[config.mk]
export PLATFORM = sky130hd
export DESIGN_NAME = msp_serial_port
export DESIGN_NICKNAME = d
export VERILOG_FILES = /design/src/hw/msp_pkg.sv /design/src/hw/msp_serial_port.sv /design/src/hw/msp_div.sv
export SDC_FILE = /design/constraint.sdc
export NUM_CORES = 1
export LEC_CHECK = 0
export ABC_AREA = 1
export BUFFER_PORTS_ARGS = -buffer_cell sky130_fd_sc_hd__buf_4
export CORE_UTILIZATION = 50
export CTS_BUF_LIST = sky130_fd_sc_hd__clkbuf_4 sky130_fd_sc_hd__clkbuf_8 sky130_fd_sc_hd__clkbuf_16
export DETAILED_ROUTE_END_ITERATION = 7
export GPL_ROUTABILITY_DRIVEN = 0
export PLACE_DENSITY = 0.74
export SKIP_LAST_GASP = 1
export SYNTH_ARGS = -nofsm -noshare
export SYNTH_HDL_FRONTEND = slang
export SYNTH_SLANG_ARGS = --single-unit
[constraint.sdc]
create_clock -name CLK -period 7.1 [get_ports CLK]
set_clock_uncertainty 0.05 [all_clocks]
set_input_delay 1.065 -clock CLK [delete_from_list [all_inputs] [get_ports CLK]]
set_output_delay 1.065 -clock CLK [all_outputs]
set_load 0.005 [all_outputs]
[src/hw/msp_pkg.sv]
// serial port constants: register map, field positions, reset values, rate divisors, states
package msp_pkg;
    localparam int DATA_W = 8;
    // register offsets
    localparam logic [7:0] ADR_PWR = 8'h87;
    localparam logic [7:0] ADR_TCTL = 8'h88;
    localparam logic [7:0] ADR_TL1 = 8'h8B;
    localparam logic [7:0] ADR_TH1 = 8'h8D;
    localparam logic [7:0] ADR_SERIAL_CONTROL = 8'h98;
    localparam logic [7:0] ADR_SERIAL_DATA_PORT = 8'h99;
    localparam logic [7:0] ADR_CDIV = 8'h9D;
    // serial_control fields
    localparam int SC_FILT = 5;
    localparam int SC_REN = 4;
    localparam int SC_TB8 = 3;
    localparam int SC_RB8 = 2;
    localparam int SC_TI = 1;
    localparam int SC_RI = 0;
    // other fields
    localparam int PWR_DBL = 7;
    localparam int TCTL_RUN = 6;
    localparam int CDIV_W = 3;
    // reset values
    localparam logic [7:0] SERIAL_CONTROL_RST = 8'h00;
    localparam logic [7:0] T1_RST = 8'h00;
    localparam logic [2:0] CDIV_RST = 3'h0;
    // rates: ticks per machine cycle, samples per bit, mode 2 tick reloads
    localparam logic [3:0] MC_LOAD = 4'hB;
    localparam logic [3:0] MC_HALF = 4'h6;
    localparam logic [3:0] SMP_MID = 4'h7;
    localparam logic [3:0] SMP_LAST = 4'hF;
    localparam logic [1:0] M2_LOAD_K1 = 2'h3;
    localparam logic [1:0] M2_LOAD_K2 = 2'h1;
    localparam logic [7:0] T1_TOP = 8'hFF;
    localparam logic [3:0] LAST_BIT8 = 4'h9;
    localparam logic [3:0] LAST_BIT9 = 4'hA;
    localparam logic [3:0] SHIFT_LAST = 4'h7;
    typedef enum logic [1:0] {
        MSP_SHIFT = 2'b00,
        MSP_UART8 = 2'b01,
        MSP_UART9F = 2'b10,
        MSP_UART9V = 2'b11
    } msp_mode_t;
    typedef enum logic [1:0] {
        ST_IDLE = 2'b00,
        ST_ASYNC = 2'b01,
        ST_SHIFT = 2'b10
    } msp_state_t;
endpackage

[src/hw/msp_serial_port.sv]
// serial port with timer 1 baud source, four modes and a byte register port
// Operation
// - mode bits pick shift register, 8-bit variable, 9-bit fixed, 9-bit variable
// - variable modes take bit rate from timer 1 overflows
// - baud doubler selects factor two, otherwise one
// - tick is main clock divided by 2^n, n the clock divide field
// - 9-bit modes with filter drop frames whose ninth bit is 0
// - 8-bit mode with filter drops frames without valid stop bit
// - receive enable allows reception, clear blocks it
// - 9-bit modes send the written ninth transmit bit
// - ninth receive field gets ninth bit, or stop bit in 8-bit mode
// - transmit done set after eighth shift bit or at stop start
// - receive done set after eighth shift bit or mid stop bit
// - transmit and receive paths run independently and together, except in shift mode: receive waits for transmit idle, a data write while receiving is lost
// - data register read returns the receive holding byte
// - data register write loads and starts the transmitter
// - serial control resets to zero, every bit read-write
// - data register holds no reset value
// - timer 1 low byte counts and reloads from high byte
// - timer 1 counts only while its run bit is set
`timescale 1ns/100ps
module msp_serial_port #(
    parameter int ADDR_W = 8
) (
    // clock and reset
    input wire logic CLK,
    input wire logic ARST_N,
    // register port
    input wire logic [ADDR_W-1:0] ADDR,
    input wire logic [msp_pkg::DATA_W-1:0] WDATA,
    input wire logic WR,
    input wire logic RD,
    output logic [msp_pkg::DATA_W-1:0] RDATA,
    // serial line
    input wire logic RXD_IN,
    output logic RXD_OUT,
    output logic RXD_OE,
    output logic TXD
);
    import msp_pkg::*;

    generate
        if (ADDR_W < 8) begin : g_chk
            $error("ADDR_W must be at least 8");
        end
    endgenerate

    logic [7:0] serial_control_reg, tl1_reg, th1_reg, rdata_reg, hold_reg, rx_sh_reg;
    logic [2:0] cdiv_reg;
    logic baud_doubler_reg, t1_run_reg, ovf_half_reg, rx_s1_reg, rx_s2_reg, rx9_reg;
    logic txd_reg, rxo_reg, rxoe_reg, tx_ph_reg, rx_ph_reg;
    logic [10:0] tx_sh_reg;
    logic [3:0] tx_sc_reg, tx_idx_reg, rx_sc_reg, rx_idx_reg, mc_cnt;
    msp_state_t tx_st_reg, rx_st_reg;
    msp_mode_t mode;
    logic tick, mc_tick, mc_half, m2_pulse, t1_ovf, samp, var_mode, nine;
    logic a_serial_control, a_serial_data_port, a_tl1, a_th1, a_tctl, a_pwr, a_cdiv;
    logic [7:0] tick_load;
    logic [3:0] tx_last, rx_last;
    logic tx_stop_go, tx0_end, ti_set, rx_accept, rx0_done, ri_set, filt_ok;

    // address decode
    assign a_serial_control = (ADDR == ADDR_W'(ADR_SERIAL_CONTROL));
    assign a_serial_data_port = (ADDR == ADDR_W'(ADR_SERIAL_DATA_PORT));
    assign a_tl1 = (ADDR == ADDR_W'(ADR_TL1));
    assign a_th1 = (ADDR == ADDR_W'(ADR_TH1));
    assign a_tctl = (ADDR == ADDR_W'(ADR_TCTL));
    assign a_pwr = (ADDR == ADDR_W'(ADR_PWR));
    assign a_cdiv = (ADDR == ADDR_W'(ADR_CDIV));

    // mode decode
    assign mode = msp_mode_t'(serial_control_reg[7:6]);
    assign var_mode = serial_control_reg[6];
    assign nine = serial_control_reg[7];
    assign tx_last = nine ? LAST_BIT9 : LAST_BIT8;
    assign rx_last = nine ? LAST_BIT9 : LAST_BIT8;

    // tick = main clock over 2^n, n from the clock divide field
    assign tick_load = 8'((9'h001 << cdiv_reg) - 9'h001);
    msp_div #(.W(8)) u_tick (
        .clk(CLK),
        .arst_n(ARST_N),
        .en(1'b1),
        .load(tick_load),
        .pulse(tick),
        .cnt()
    );

    // machine cycle = tick over 12, also the shift register bit time
    msp_div #(.W(4)) u_mc (
        .clk(CLK),
        .arst_n(ARST_N),
        .en(tick),
        .load(MC_LOAD),
        .pulse(mc_tick),
        .cnt(mc_cnt)
    );
    assign mc_half = tick && (mc_cnt == MC_HALF);

    // fixed-rate 9-bit mode: 16 samples per bit at tick over 64 or 32
    msp_div #(.W(2)) u_m2 (
        .clk(CLK),
        .arst_n(ARST_N),
        .en(tick),
        .load(baud_doubler_reg ? M2_LOAD_K2 : M2_LOAD_K1),
        .pulse(m2_pulse),
        .cnt()
    );

    // timer 1 overflow; each one is a sample at K=2, one of two at K=1
    assign t1_ovf = mc_tick && t1_run_reg && (tl1_reg == T1_TOP);
    assign samp = var_mode ? (t1_ovf && (baud_doubler_reg || ovf_half_reg)) : m2_pulse;

    // timer 1 in auto-reload: low byte counts machine cycles, reloads from high byte
    always_ff @(posedge CLK or negedge ARST_N) begin
        if (!ARST_N) begin
            tl1_reg <= T1_RST;
            th1_reg <= T1_RST;
            ovf_half_reg <= 1'b0;
        end else begin
            if (WR && a_th1) begin
                th1_reg <= WDATA;
            end
            if (WR && a_tl1) begin
                tl1_reg <= WDATA;
            end else if (mc_tick && t1_run_reg) begin
                tl1_reg <= (tl1_reg == T1_TOP) ? th1_reg : tl1_reg + 8'h01;
            end
            if (t1_ovf) begin
                ovf_half_reg <= !ovf_half_reg;
            end
        end
    end

    // control registers: timer run, baud doubler, clock divide
    always_ff @(posedge CLK or negedge ARST_N) begin
        if (!ARST_N) begin
            t1_run_reg <= 1'b0;
            baud_doubler_reg <= 1'b0;
            cdiv_reg <= CDIV_RST;
        end else if (WR) begin
            if (a_tctl) begin
                t1_run_reg <= WDATA[TCTL_RUN];
            end
            if (a_pwr) begin
                baud_doubler_reg <= WDATA[PWR_DBL];
            end
            if (a_cdiv) begin
                cdiv_reg <= WDATA[CDIV_W-1:0];
            end
        end
    end

    // line input synchroniser
    always_ff @(posedge CLK or negedge ARST_N) begin
        if (!ARST_N) begin
            rx_s1_reg <= 1'b1;
            rx_s2_reg <= 1'b1;
        end else begin
            rx_s1_reg <= RXD_IN;
            rx_s2_reg <= rx_s1_reg;
        end
    end

    // transmit completion points
    assign tx_stop_go = (tx_st_reg == ST_ASYNC) && samp && (tx_sc_reg == '0) && (tx_idx_reg == tx_last);
    assign tx0_end = (tx_st_reg == ST_SHIFT) && mc_half && tx_ph_reg && (tx_idx_reg == SHIFT_LAST);
    assign ti_set = tx_stop_go || tx0_end;

    // transmitter and line drivers; shift clock also serves mode 0 reception
    always_ff @(posedge CLK or negedge ARST_N) begin
        if (!ARST_N) begin
            tx_st_reg <= ST_IDLE;
            tx_sh_reg <= '1;
            tx_sc_reg <= '0;
            tx_idx_reg <= '0;
            tx_ph_reg <= 1'b0;
            txd_reg <= 1'b1;
            rxo_reg <= 1'b1;
            rxoe_reg <= 1'b0;
        end else begin
            unique case (tx_st_reg)
                ST_IDLE: begin
                    if (WR && a_serial_data_port && mode != MSP_SHIFT) begin
                        tx_st_reg <= ST_ASYNC;
                        tx_sh_reg <= {1'b1, nine ? serial_control_reg[SC_TB8] : 1'b1, WDATA, 1'b0};
                        tx_sc_reg <= '0;
                        tx_idx_reg <= '0;
                    end else if (WR && a_serial_data_port && rx_st_reg == ST_IDLE) begin
                        tx_st_reg <= ST_SHIFT;
                        tx_sh_reg <= {3'b111, WDATA};
                        tx_idx_reg <= '0;
                        tx_ph_reg <= 1'b0;
                    end
                end
                ST_ASYNC: begin
                    if (samp) begin
                        tx_sc_reg <= tx_sc_reg + 4'h1;
                        if (tx_sc_reg == '0) begin
                            txd_reg <= tx_sh_reg[0];
                            tx_sh_reg <= {1'b1, tx_sh_reg[10:1]};
                        end
                        if (tx_sc_reg == SMP_LAST) begin
                            tx_idx_reg <= tx_idx_reg + 4'h1;
                            if (tx_idx_reg == tx_last) begin
                                tx_st_reg <= ST_IDLE;
                            end
                        end
                    end
                end
                ST_SHIFT: begin
                    if (mc_tick) begin
                        rxo_reg <= tx_sh_reg[0];
                        rxoe_reg <= 1'b1;
                        tx_sh_reg <= {1'b1, tx_sh_reg[10:1]};
                        tx_ph_reg <= 1'b1;
                    end else if (mc_half && tx_ph_reg) begin
                        tx_ph_reg <= 1'b0;
                        tx_idx_reg <= tx_idx_reg + 4'h1;
                        if (tx_idx_reg == SHIFT_LAST) begin
                            tx_st_reg <= ST_IDLE;
                            rxoe_reg <= 1'b0;
                        end
                    end
                end
                default: begin
                    tx_st_reg <= ST_IDLE;
                end
            endcase
            // shift clock: low from the machine cycle start, high at its middle
            if (tx_st_reg == ST_SHIFT || rx_st_reg == ST_SHIFT) begin
                if (mc_tick) begin
                    txd_reg <= 1'b0;
                end else if (mc_half) begin
                    txd_reg <= 1'b1;
                end
            end
        end
    end

    // receive acceptance with multiprocessor filter
    assign filt_ok = !serial_control_reg[SC_FILT] || (nine ? rx9_reg : rx_s2_reg);
    assign rx_accept = (rx_st_reg == ST_ASYNC) && samp && (rx_sc_reg == SMP_MID) && (rx_idx_reg == rx_last)
        && !serial_control_reg[SC_RI] && filt_ok;
    assign rx0_done = (rx_st_reg == ST_SHIFT) && mc_half && rx_ph_reg && (rx_idx_reg == SHIFT_LAST);
    assign ri_set = rx_accept || rx0_done;

    // receiver state, independent of the transmitter except that shift mode waits for it to idle
    always_ff @(posedge CLK or negedge ARST_N) begin
        if (!ARST_N) begin
            rx_st_reg <= ST_IDLE;
            rx_sc_reg <= '0;
            rx_idx_reg <= '0;
            rx_ph_reg <= 1'b0;
            rx9_reg <= 1'b0;
        end else if (!serial_control_reg[SC_REN]) begin
            rx_st_reg <= ST_IDLE;
        end else begin
            unique case (rx_st_reg)
                ST_IDLE: begin
                    if (mode != MSP_SHIFT && samp && !rx_s2_reg) begin
                        rx_st_reg <= ST_ASYNC;
                        rx_sc_reg <= 4'h1;
                        rx_idx_reg <= '0;
                    end else if (mode == MSP_SHIFT && mc_tick && !serial_control_reg[SC_RI] && tx_st_reg == ST_IDLE) begin
                        rx_st_reg <= ST_SHIFT;
                        rx_idx_reg <= '0;
                        rx_ph_reg <= 1'b0;
                    end
                end
                ST_ASYNC: begin
                    if (samp) begin
                        rx_sc_reg <= rx_sc_reg + 4'h1;
                        if (rx_sc_reg == SMP_MID) begin
                            if (rx_idx_reg == '0 && rx_s2_reg) begin
                                rx_st_reg <= ST_IDLE; // false start
                            end else if (rx_idx_reg == rx_last) begin
                                rx_st_reg <= ST_IDLE;
                            end else if (rx_idx_reg == LAST_BIT8) begin
                                rx9_reg <= rx_s2_reg;
                            end
                        end
                        if (rx_sc_reg == SMP_LAST) begin
                            rx_idx_reg <= rx_idx_reg + 4'h1;
                        end
                    end
                end
                ST_SHIFT: begin
                    if (mc_tick) begin
                        rx_ph_reg <= 1'b1;
                    end else if (mc_half && rx_ph_reg) begin
                        rx_ph_reg <= 1'b0;
                        rx_idx_reg <= rx_idx_reg + 4'h1;
                        if (rx_idx_reg == SHIFT_LAST) begin
                            rx_st_reg <= ST_IDLE;
                        end
                    end
                end
                default: begin
                    rx_st_reg <= ST_IDLE;
                end
            endcase
        end
    end

    // receive shifter and holding byte, no reset on data
    always_ff @(posedge CLK) begin
        if ((rx_st_reg == ST_ASYNC && samp && rx_sc_reg == SMP_MID && rx_idx_reg != '0
            && rx_idx_reg < LAST_BIT8) || (rx_st_reg == ST_SHIFT && mc_half && rx_ph_reg)) begin
            rx_sh_reg <= {rx_s2_reg, rx_sh_reg[7:1]};
        end
        if (rx_accept) begin
            hold_reg <= rx_sh_reg;
        end else if (rx0_done) begin
            hold_reg <= {rx_s2_reg, rx_sh_reg[7:1]};
        end
    end

    // serial control: software bits, sticky done flags where set beats clear
    always_ff @(posedge CLK or negedge ARST_N) begin
        if (!ARST_N) begin
            serial_control_reg <= SERIAL_CONTROL_RST;
        end else begin
            if (WR && a_serial_control) begin
                serial_control_reg[7:3] <= WDATA[7:3];
            end
            if (rx_accept) begin
                serial_control_reg[SC_RB8] <= nine ? rx9_reg : rx_s2_reg;
            end else if (WR && a_serial_control) begin
                serial_control_reg[SC_RB8] <= WDATA[SC_RB8];
            end
            serial_control_reg[SC_TI] <= ti_set || (WR && a_serial_control ? WDATA[SC_TI] : serial_control_reg[SC_TI]);
            serial_control_reg[SC_RI] <= ri_set || (WR && a_serial_control ? WDATA[SC_RI] : serial_control_reg[SC_RI]);
        end
    end

    // read data, valid the cycle after the read strobe
    always_ff @(posedge CLK or negedge ARST_N) begin
        if (!ARST_N) begin
            rdata_reg <= '0;
        end else if (RD) begin
            rdata_reg <= a_serial_control ? serial_control_reg :
                a_serial_data_port ? hold_reg :
                a_tl1 ? tl1_reg :
                a_th1 ? th1_reg :
                a_tctl ? {1'b0, t1_run_reg, 6'h00} :
                a_pwr ? {baud_doubler_reg, 7'h00} :
                a_cdiv ? {5'h00, cdiv_reg} : 8'h00;
        end else begin
            rdata_reg <= '0;
        end
    end

    assign RDATA = rdata_reg;
    assign TXD = txd_reg;
    assign RXD_OUT = rxo_reg;
    assign RXD_OE = rxoe_reg;
endmodule

[src/hw/msp_div.sv]
// enable-pulse divider: pulses on every (load+1)th enable
`timescale 1ns/100ps
module msp_div #(
    parameter int W = 4
) (
    // clock and reset
    input wire logic clk,
    input wire logic arst_n,
    // count enable and reload
    input wire logic en,
    input wire logic [W-1:0] load,
    // divided pulse and current count
    output logic pulse,
    output logic [W-1:0] cnt
);
    logic [W-1:0] cnt_reg;

    generate
        if (W < 1) begin : g_chk
            $error("msp_div width must be at least 1");
        end
    endgenerate

    // pulse while the count is spent
    assign pulse = en && (cnt_reg == '0);
    assign cnt = cnt_reg;

    // count down, reload after the pulse
    always_ff @(posedge clk or negedge arst_n) begin
        if (!arst_n) begin
            cnt_reg <= '0;
        end else if (en) begin
            cnt_reg <= (cnt_reg == '0) ? load : cnt_reg - 1'b1;
        end
    end
endmodule

==> flow_summary_export.csv, run 1 <==
group,metric,value,unit
timing,fmax,347,MHz
placed_design,place_hpwl,10100,µm
clock_network,clockBufferDepth,2,
grt,grt_overflow,0,
routing,firstDrtPassIters,5,
routing,drc,0,
cells_and_area,layout-drive-gt1-share,0.140,
status,status,"finished clean",
power,total_power,1.48,mW
die,io-pin-count,32,
die,initial_core_util,0.516,
cells_and_area,synthToLayoutAreaGrowth,10.8,%
timing,final_max_slew_viol_count,0,
die,fp.dieW,111,µm
critical_path,critPathMostFrequentCell,"inv_1",
grt,grt_max_degree,52,
timing,hold_violations,0,
placed_design,postPlaceCellArea,0.00625,mm²
clock_network,post-cts-setup-buffer-count,0,
critical_path,critPathCaptureType,"flop",
min_path,hold_path_class,"flop to flop",
critical_path,worst_setup_path_start_kind,"flop",
clock_network,post_cts_resized,0,
power,pwr_density_cell,226,mW/mm²
cells_and_area,multi_input_area,0.00271,mm²
yosys,synth_area_leader_cell,"dfrtp_1",
critical_path,cp_slowest_cell,"nand2_1",
critical_path,path_max_fanout,20,
timing,tightest_slew,0.739,ns
power,p_sw_frac,0.291,
routing,drtIter0Drc,406,
critical_path,criticalPathCategory,"flop to flop",
power,vdd_drop_max,0.164,mV
die,die_h,111,µm
yosys,ys_ff_latch,106,
cells_and_area,finalInstanceArea,0.00655,mm²
cells_and_area,regArea,0.00275,mm²
timing,hold_ws,0.307,ns
clock_network,cts_hold_buf,0,
critical_path,cp_data_arrival_time,2.85,ns
power,p_switching,0.431,mW
clock_network,cts_buffers,9,
timing,final-setup-viol-count,0,
die,core-area,0.0115,mm²
timing,timing.setup.tns,0,ns
grt,grt_pass1_wl,23100,µm
clock_network,clock_latency,0.35,ns
critical_path,cpPeakStageDelay,0.47,ns
yosys,netlist_area,0.00592,mm²
clock_network,clock-sinks,106,
timing,rsz0062_at_grt,"no",
routing,num_vias,4984,
cells_and_area,diodes,0,
yosys,yosysSeqAreaShare,0.465,
job,maxCapViolCount,0,
clock_network,path_clk_slew,0.07,ns
clock_network,cts_tree,"yes",
routing,routed_wl,13800,µm
timing,max-slew-margin-rel,0.507,
power,pwr-share-comb,0.174,
yosys,synth_nets,758,
clock_network,htree_levels,3,
yosys,ys_top_cells_by_area,"dfrtp_1 32%, nand2_1 11%, edfxtp_1 8.1%",
timing,min_period,2.89,ns
power,clockPowerShare,0.338,
routing,post_drt_wl_per_cell,15.5,µm
cells_and_area,layout.nets,785,
yosys,avgSynthCellArea,8.24,µm²
yosys,ys_warn_count,0,
cells_and_area,fillers,995,
timing,period_share,0.406,
power,intPower,1.05,mW
power,p_seq_frac,0.487,
yosys,synthCells,718,
power,leakagePower,3.05,nW
cells_and_area,fin_util,0.571,
grt,track_usage,0.234,
cells_and_area,largest_reg_flops,10,
grt,antenna_found_initial,0,
die,rows,39,
placed_design,io_buffers,31,
clock_network,clockRootBuffer,"clkbuf_16",
critical_path,cp_cell_sequence,"inv_1 > ha_1 > inv_1 > nor3_1 > nand3_2 > nor2_4 > nand2_2 > nand2_4 > nand3_1 > nand2_1",
routing,via_per_inst,5.58,
routing,ant_nets,0,
critical_path,cp.required,7.06,ns
grt,grt_pass1_vias,4781,
yosys,synth.top_cell.area_share,0.321,
yosys,synth.distinct_cells,49,
die,die_area,0.0123,mm²
metrics by stage:
| stage | std cells | worst slack, ns |
|---|---|---|
| 3_5_place_dp | 877 | 4.08 |
| 2_1_floorplan | 718 | 4.67 |
| 4_1_cts | 893 | 4.24 |
| 5_1_grt | 893 | 3.95 |
| 3_3_place_gp | 877 | 4.10 |
| 6_report | 893 | 4.21 |
cells in the mapped netlist, drive strengths merged:
cell type  number
inv            95
nor2           49
a21o            1
a22oi           1
dfrtp          76
nand4          22
a41oi           1
nor3            9
clkinv          3
nand3b          4
o22ai           5
nor4            1
o2111ai         1
ha             19
a311oi          1
nand2         182
nand3          33
a211oi          2
clkbuf          7
xnor2           3
xor2           11
or2             1
buf             9
o221ai          4
a31oi          11
o41ai           1
edfxtp         16
o211ai          7
o21ai          91
o21a            1
a21oi          33
dfstp          14
nor3b           4
placed cells by master (no fill, tap or decap), types with 3 or more instances in the layout:
cell,Yosys,final
a21oi_1,31,31
o211ai_1,7,7
ha_1,19,19
edfxtp_1,16,16
inv_2,7,7
inv_1,88,88
a31oi_1,11,11
dfstp_2,14,14
xnor2_1,3,3
nand3b_1,3,3
o21ai_1,12,12
xor2_1,11,11
nand3_1,31,31
clkinvlp_4,0,4
o21ai_0,69,69
o21ai_2,10,10
nand4_1,21,21
nand2_1,173,173
clkbuf_16,0,9
buf_4,0,32
nand2_2,8,8
nor3b_1,4,4
nor2_1,44,44
o221ai_1,4,4
dfrtp_1,76,76
nor3_1,5,5
o22ai_1,5,5
nor2_4,3,3
final timing paths:
path | start | end | slack [ns] | depth (start not counted)
max in group asynchronous | ARST_N | serial_control_reg[1]$_DFF_PN0_ | 5.32 | 2
setup reg to reg | u_mc.cnt[0]$_DFFE_PN0N_ | hold_reg[0]$_DFFE_PP_ | 4.21 | 10
hold / removal | rx_s1_reg$_DFF_PN1_ | rx_s2_reg$_DFF_PN1_ | 0.31 | 0
hold reg to reg | rx_s1_reg$_DFF_PN1_ | rx_s2_reg$_DFF_PN1_ | 0.31 | 0
setup / recovery | u_mc.cnt[0]$_DFFE_PN0N_ | hold_reg[0]$_DFFE_PP_ | 4.21 | 10
min in group asynchronous | ARST_N | u_tick.cnt[3]$_DFF_PN0_ | 0.64 | 1
logic make-up after synthesis:
logic type,after synthesis,share of synthesized area
flops,106,0.465
fa+ha+maj,19,0.0402
buf+inv,114,0.0766
xor+xnor,14,0.0207
compound gates,160,0.157
simple gates,305,0.241
worst max-delay path: cells and delay by family (launching register included):
kind	cells	cell delay (ns)
buffers and inverters	2	0.18
and+or+nand+nor	7	1.78
DFF	1	0.36
adders and majority gates	1	0.17
routing by layer:
layer	track usage	vias up	wire length, µm
met1	0.315	2332	6180
li1	-	2442	-
met4	0.0711	0	293
met2	0.379	182	6450
met5	0	-	0
met3	0.0514	28	933
layout make-up:
class,count,share of cell area
repair buffers,32,0.0367
well taps,143,0.0273
inverters,98,0.0563
clock buffers,10,0.0355
clock inverters,6,0.0105
flip-flops and latches,106,0.420
multi-input cells,498,0.414
power groups by stage:
stage                     Sequential (mW)  Combinational, mW  Clock [mW]
after floorplan                     0.718              0.211           0
after global placement              0.730              0.249           0
after detailed placement            0.732              0.258           0
after CTS                           0.720              0.260       0.511
after global routing                0.727              0.295       0.532
final                               0.722              0.258       0.501
(Power assumes the default switching activity.)
==> run 2: changes to the inputs <==
--- a/config.mk
+++ b/config.mk
@@ -11,7 +11,7 @@
 export CTS_BUF_LIST = sky130_fd_sc_hd__clkbuf_4 sky130_fd_sc_hd__clkbuf_8 sky130_fd_sc_hd__clkbuf_16
 export DETAILED_ROUTE_END_ITERATION = 7
 export GPL_ROUTABILITY_DRIVEN = 0
-export PLACE_DENSITY = 0.74
+export PLACE_DENSITY = 0.77
 export SKIP_LAST_GASP = 1
 export SYNTH_ARGS = -nofsm -noshare
 export SYNTH_HDL_FRONTEND = slang
==> constraint.sdc (replaced) <==
create_clock -name CLK -period 2.4 [get_ports CLK]
set_clock_uncertainty 0.05 [all_clocks]
set_input_delay 0.36 -clock CLK [delete_from_list [all_inputs] [get_ports CLK]]
set_output_delay 0.36 -clock CLK [all_outputs]
set_load 0.005 [all_outputs]
==> run 2 against run 1 <==
- clock power rose to 3.4 times the previous value
- die area did not move
- global-route usage rose by 1.3 points
==> flow_summary_export.csv, run 2 (same netlist as run 1, synthesis figures left out) <==
group,metric,value,unit
timing,tightest_slew,0.601,ns
grt,grt_pass1_wl,24400,µm
cells_and_area,layout_commonest_cell,"nand2_1",
timing,hold_violations,0,
timing,fmax,445,MHz
routing,ant_nets,0,
min_path,hold_end,"rx_s1_reg$_DFF_PN1_",
die,core-area,0.0115,mm²
critical_path,r2r-end,"hold_reg[0]$_DFFE_PP_",
clock_network,cts_tree,"yes",
timing,final_max_slew_viol_count,0,
job,maxCapViolCount,0,
timing,max-slew-margin-rel,0.599,
grt,use_met1,0.312,
min_path,whs_path_depth,1,
cells_and_area,fillers,969,
timing,hold_ws,0.0652,ns
cells_and_area,largest_reg_flops,10,
placed_design,io_buffers,31,
cells_and_area,layout.nets,797,
cells_and_area,fin_util,0.586,
power,leakagePower,3.14,nW
critical_path,worst_setup_path_start_kind,"flop",
grt,grt_use_met2,0.408,
die,initial_core_util,0.516,
grt,use_met3,0.0498,
critical_path,rr_worst_depth,12,
timing,final-setup-viol-count,0,
clock_network,path_clk_slew,0.07,ns
clock_network,clockBufferDepth,2,
routing,post_drt_wl_per_cell,16.2,µm
cells_and_area,layout-drive-gt1-share,0.154,
cells_and_area,layout_common_cells,"173 x nand2_1, 88 x inv_1, 76 x dfrtp_1",
cells_and_area,multi_input_area,0.00272,mm²
cells_and_area,synthToLayoutAreaGrowth,13.5,%
grt,grt_overflow,0,
critical_path,startpoint,"u_mc.cnt[0]$_DFFE_PN0N_",
grt,top_usage_layer,"met2",
timing,period_share,0.936,
die,die_h,111,µm
status,status,"finished clean",
power,pwr_density_cell,686,mW/mm²
critical_path,cp.required,2.45,ns
routing,firstDrtPassIters,5,
critical_path,criticalPathCategory,"flop to flop",
grt,grt_max_degree,44,
critical_path,path_max_fanout,19,
grt,grt_pass1_vias,5186,
cells_and_area,diodes,0,
routing,routed_wl,14700,µm
critical_path,critPathCaptureType,"flop",
routing,via_per_inst,5.84,
grt,antenna_found_initial,0,
min_path,hold_path_class,"input port to flop",
routing,drc,0,
die,io-pin-count,32,
timing,min_period,2.25,ns
die,die_area,0.0123,mm²
clock_network,clockRootBuffer,"clkbuf_16",
clock_network,htree_levels,3,
die,rows,39,
min_path,min_from,"RXD_IN",
cells_and_area,regArea,0.00275,mm²
grt,track_usage,0.247,
power,vdd_drop_max,0.493,mV
placed_design,place_hpwl,10600,µm
clock_network,clock_latency,0.35,ns
routing,num_vias,5281,
critical_path,r2r_setup_slack,0.15,ns
clock_network,cts_buffers,9,
routing,drtIter0Drc,498,
clock_network,clock-sinks,106,
critical_path,cp_data_arrival_time,2.30,ns
die,fp.dieW,111,µm
critical_path,r2r_start,"u_mc.cnt[0]$_DFFE_PN0N_",
run 2: changes by cell type in the layout (fill, tap and decap cells not counted):
| cell | change |
|---|---|
| buf_12 | +1 |
| clkbuf_4 | -1 |
| nor3_4 | +1 |
| dlygate4sd3_1 | +1 |
| clkbuf_8 | +1 |
| nor3_1 | -1 |
| bufinv_16 | +1 |
| clkbuf_16 | +1 |
| clkinvlp_4 | -2 |
| buf_4 | +10 |
run 2: cell type report:
| type | count | area share |
|---|---|---|
| inverters | 98 | 0.0550 |
| flip-flops and latches | 106 | 0.410 |
| well taps | 143 | 0.0266 |
| repair buffers | 44 | 0.0514 |
| multi-input cells | 498 | 0.406 |
| clock inverters | 5 | 0.0125 |
| clock buffers | 11 | 0.0393 |
run 2: timing repair:
| action | 4_1_cts | 5_1_grt |
|---|---|---|
| setup buffers | 0 | 2 |
| setup endpoints to repair | 0 | 51 |
| hold endpoints to repair | 39 | 0 |
| hold buffers | 1 | 0 |
| gates resized for setup | 0 | 2 |
run 2: worst max path at each step:
| stage | cells past startpoint | slack (ns) | to |
|---|---|---|---|
| finish | 12 | 0.15 | hold_reg[0]$_DFFE_PP_ |
| global route | 12 | -0.007 | hold_reg[2]$_DFFE_PP_ |
| CTS | 12 | 0.05 | hold_reg[0]$_DFFE_PP_ |
| detailed placement | 12 | 0.08 | hold_reg[0]$_DFFE_PP_ |
| global placement | 12 | 0.15 | hold_reg[4]$_DFFE_PP_ |
| floorplan | 10 | 0.15 | rx_sh_reg[0]$_DFFE_PP_ |
run 2: stage by stage:
stage / setup WS (ns) / area, µm² / power [mW] / TNS (ns) / instances
final: 0.153 / 6720 / 4.60 / 0 / 905
after floorplan: 0.148 / 5920 / 2.75 / 0 / 718
after global routing: -0.00697 / 6720 / 4.81 / -0.00697 / 905
after detailed placement: 0.0794 / 6330 / 2.94 / 0 / 886
after global placement: 0.154 / 6330 / 2.90 / 0 / 886
after CTS: 0.0456 / 6690 / 4.62 / 0 / 903
run 2: worst max-delay path, stage by stage (launching register included):
cell and delay [ns]:
dfrtp_1 0.37, inv_1 0.13, ha_1 0.17, inv_1 0.08, nor3_4 0.19, nand3_2 0.17
nor2_4 0.14, nand2_2 0.09, nand2_4 0.13, nand3_1 0.10, buf_4 0.23, nor2_1 0.10
a21oi_1 0.05
run 2: report_power, final:
part / internal (mW) / switching, mW
sequential: 2.02 / 0.114
clock: 1.01 / 0.671
combinational: 0.269 / 0.520
total: 3.30 / 1.31
run 2: metal layers:
layer | wire [µm] | part of all wire | up-vias
li1 | - | - | 2473
met1 | 6010 | 0.41 | 2517
met4 | 590 | 0.040 | 0
met2 | 7050 | 0.48 | 225
met5 | 0 | 0 | -
met3 | 1010 | 0.069 | 66
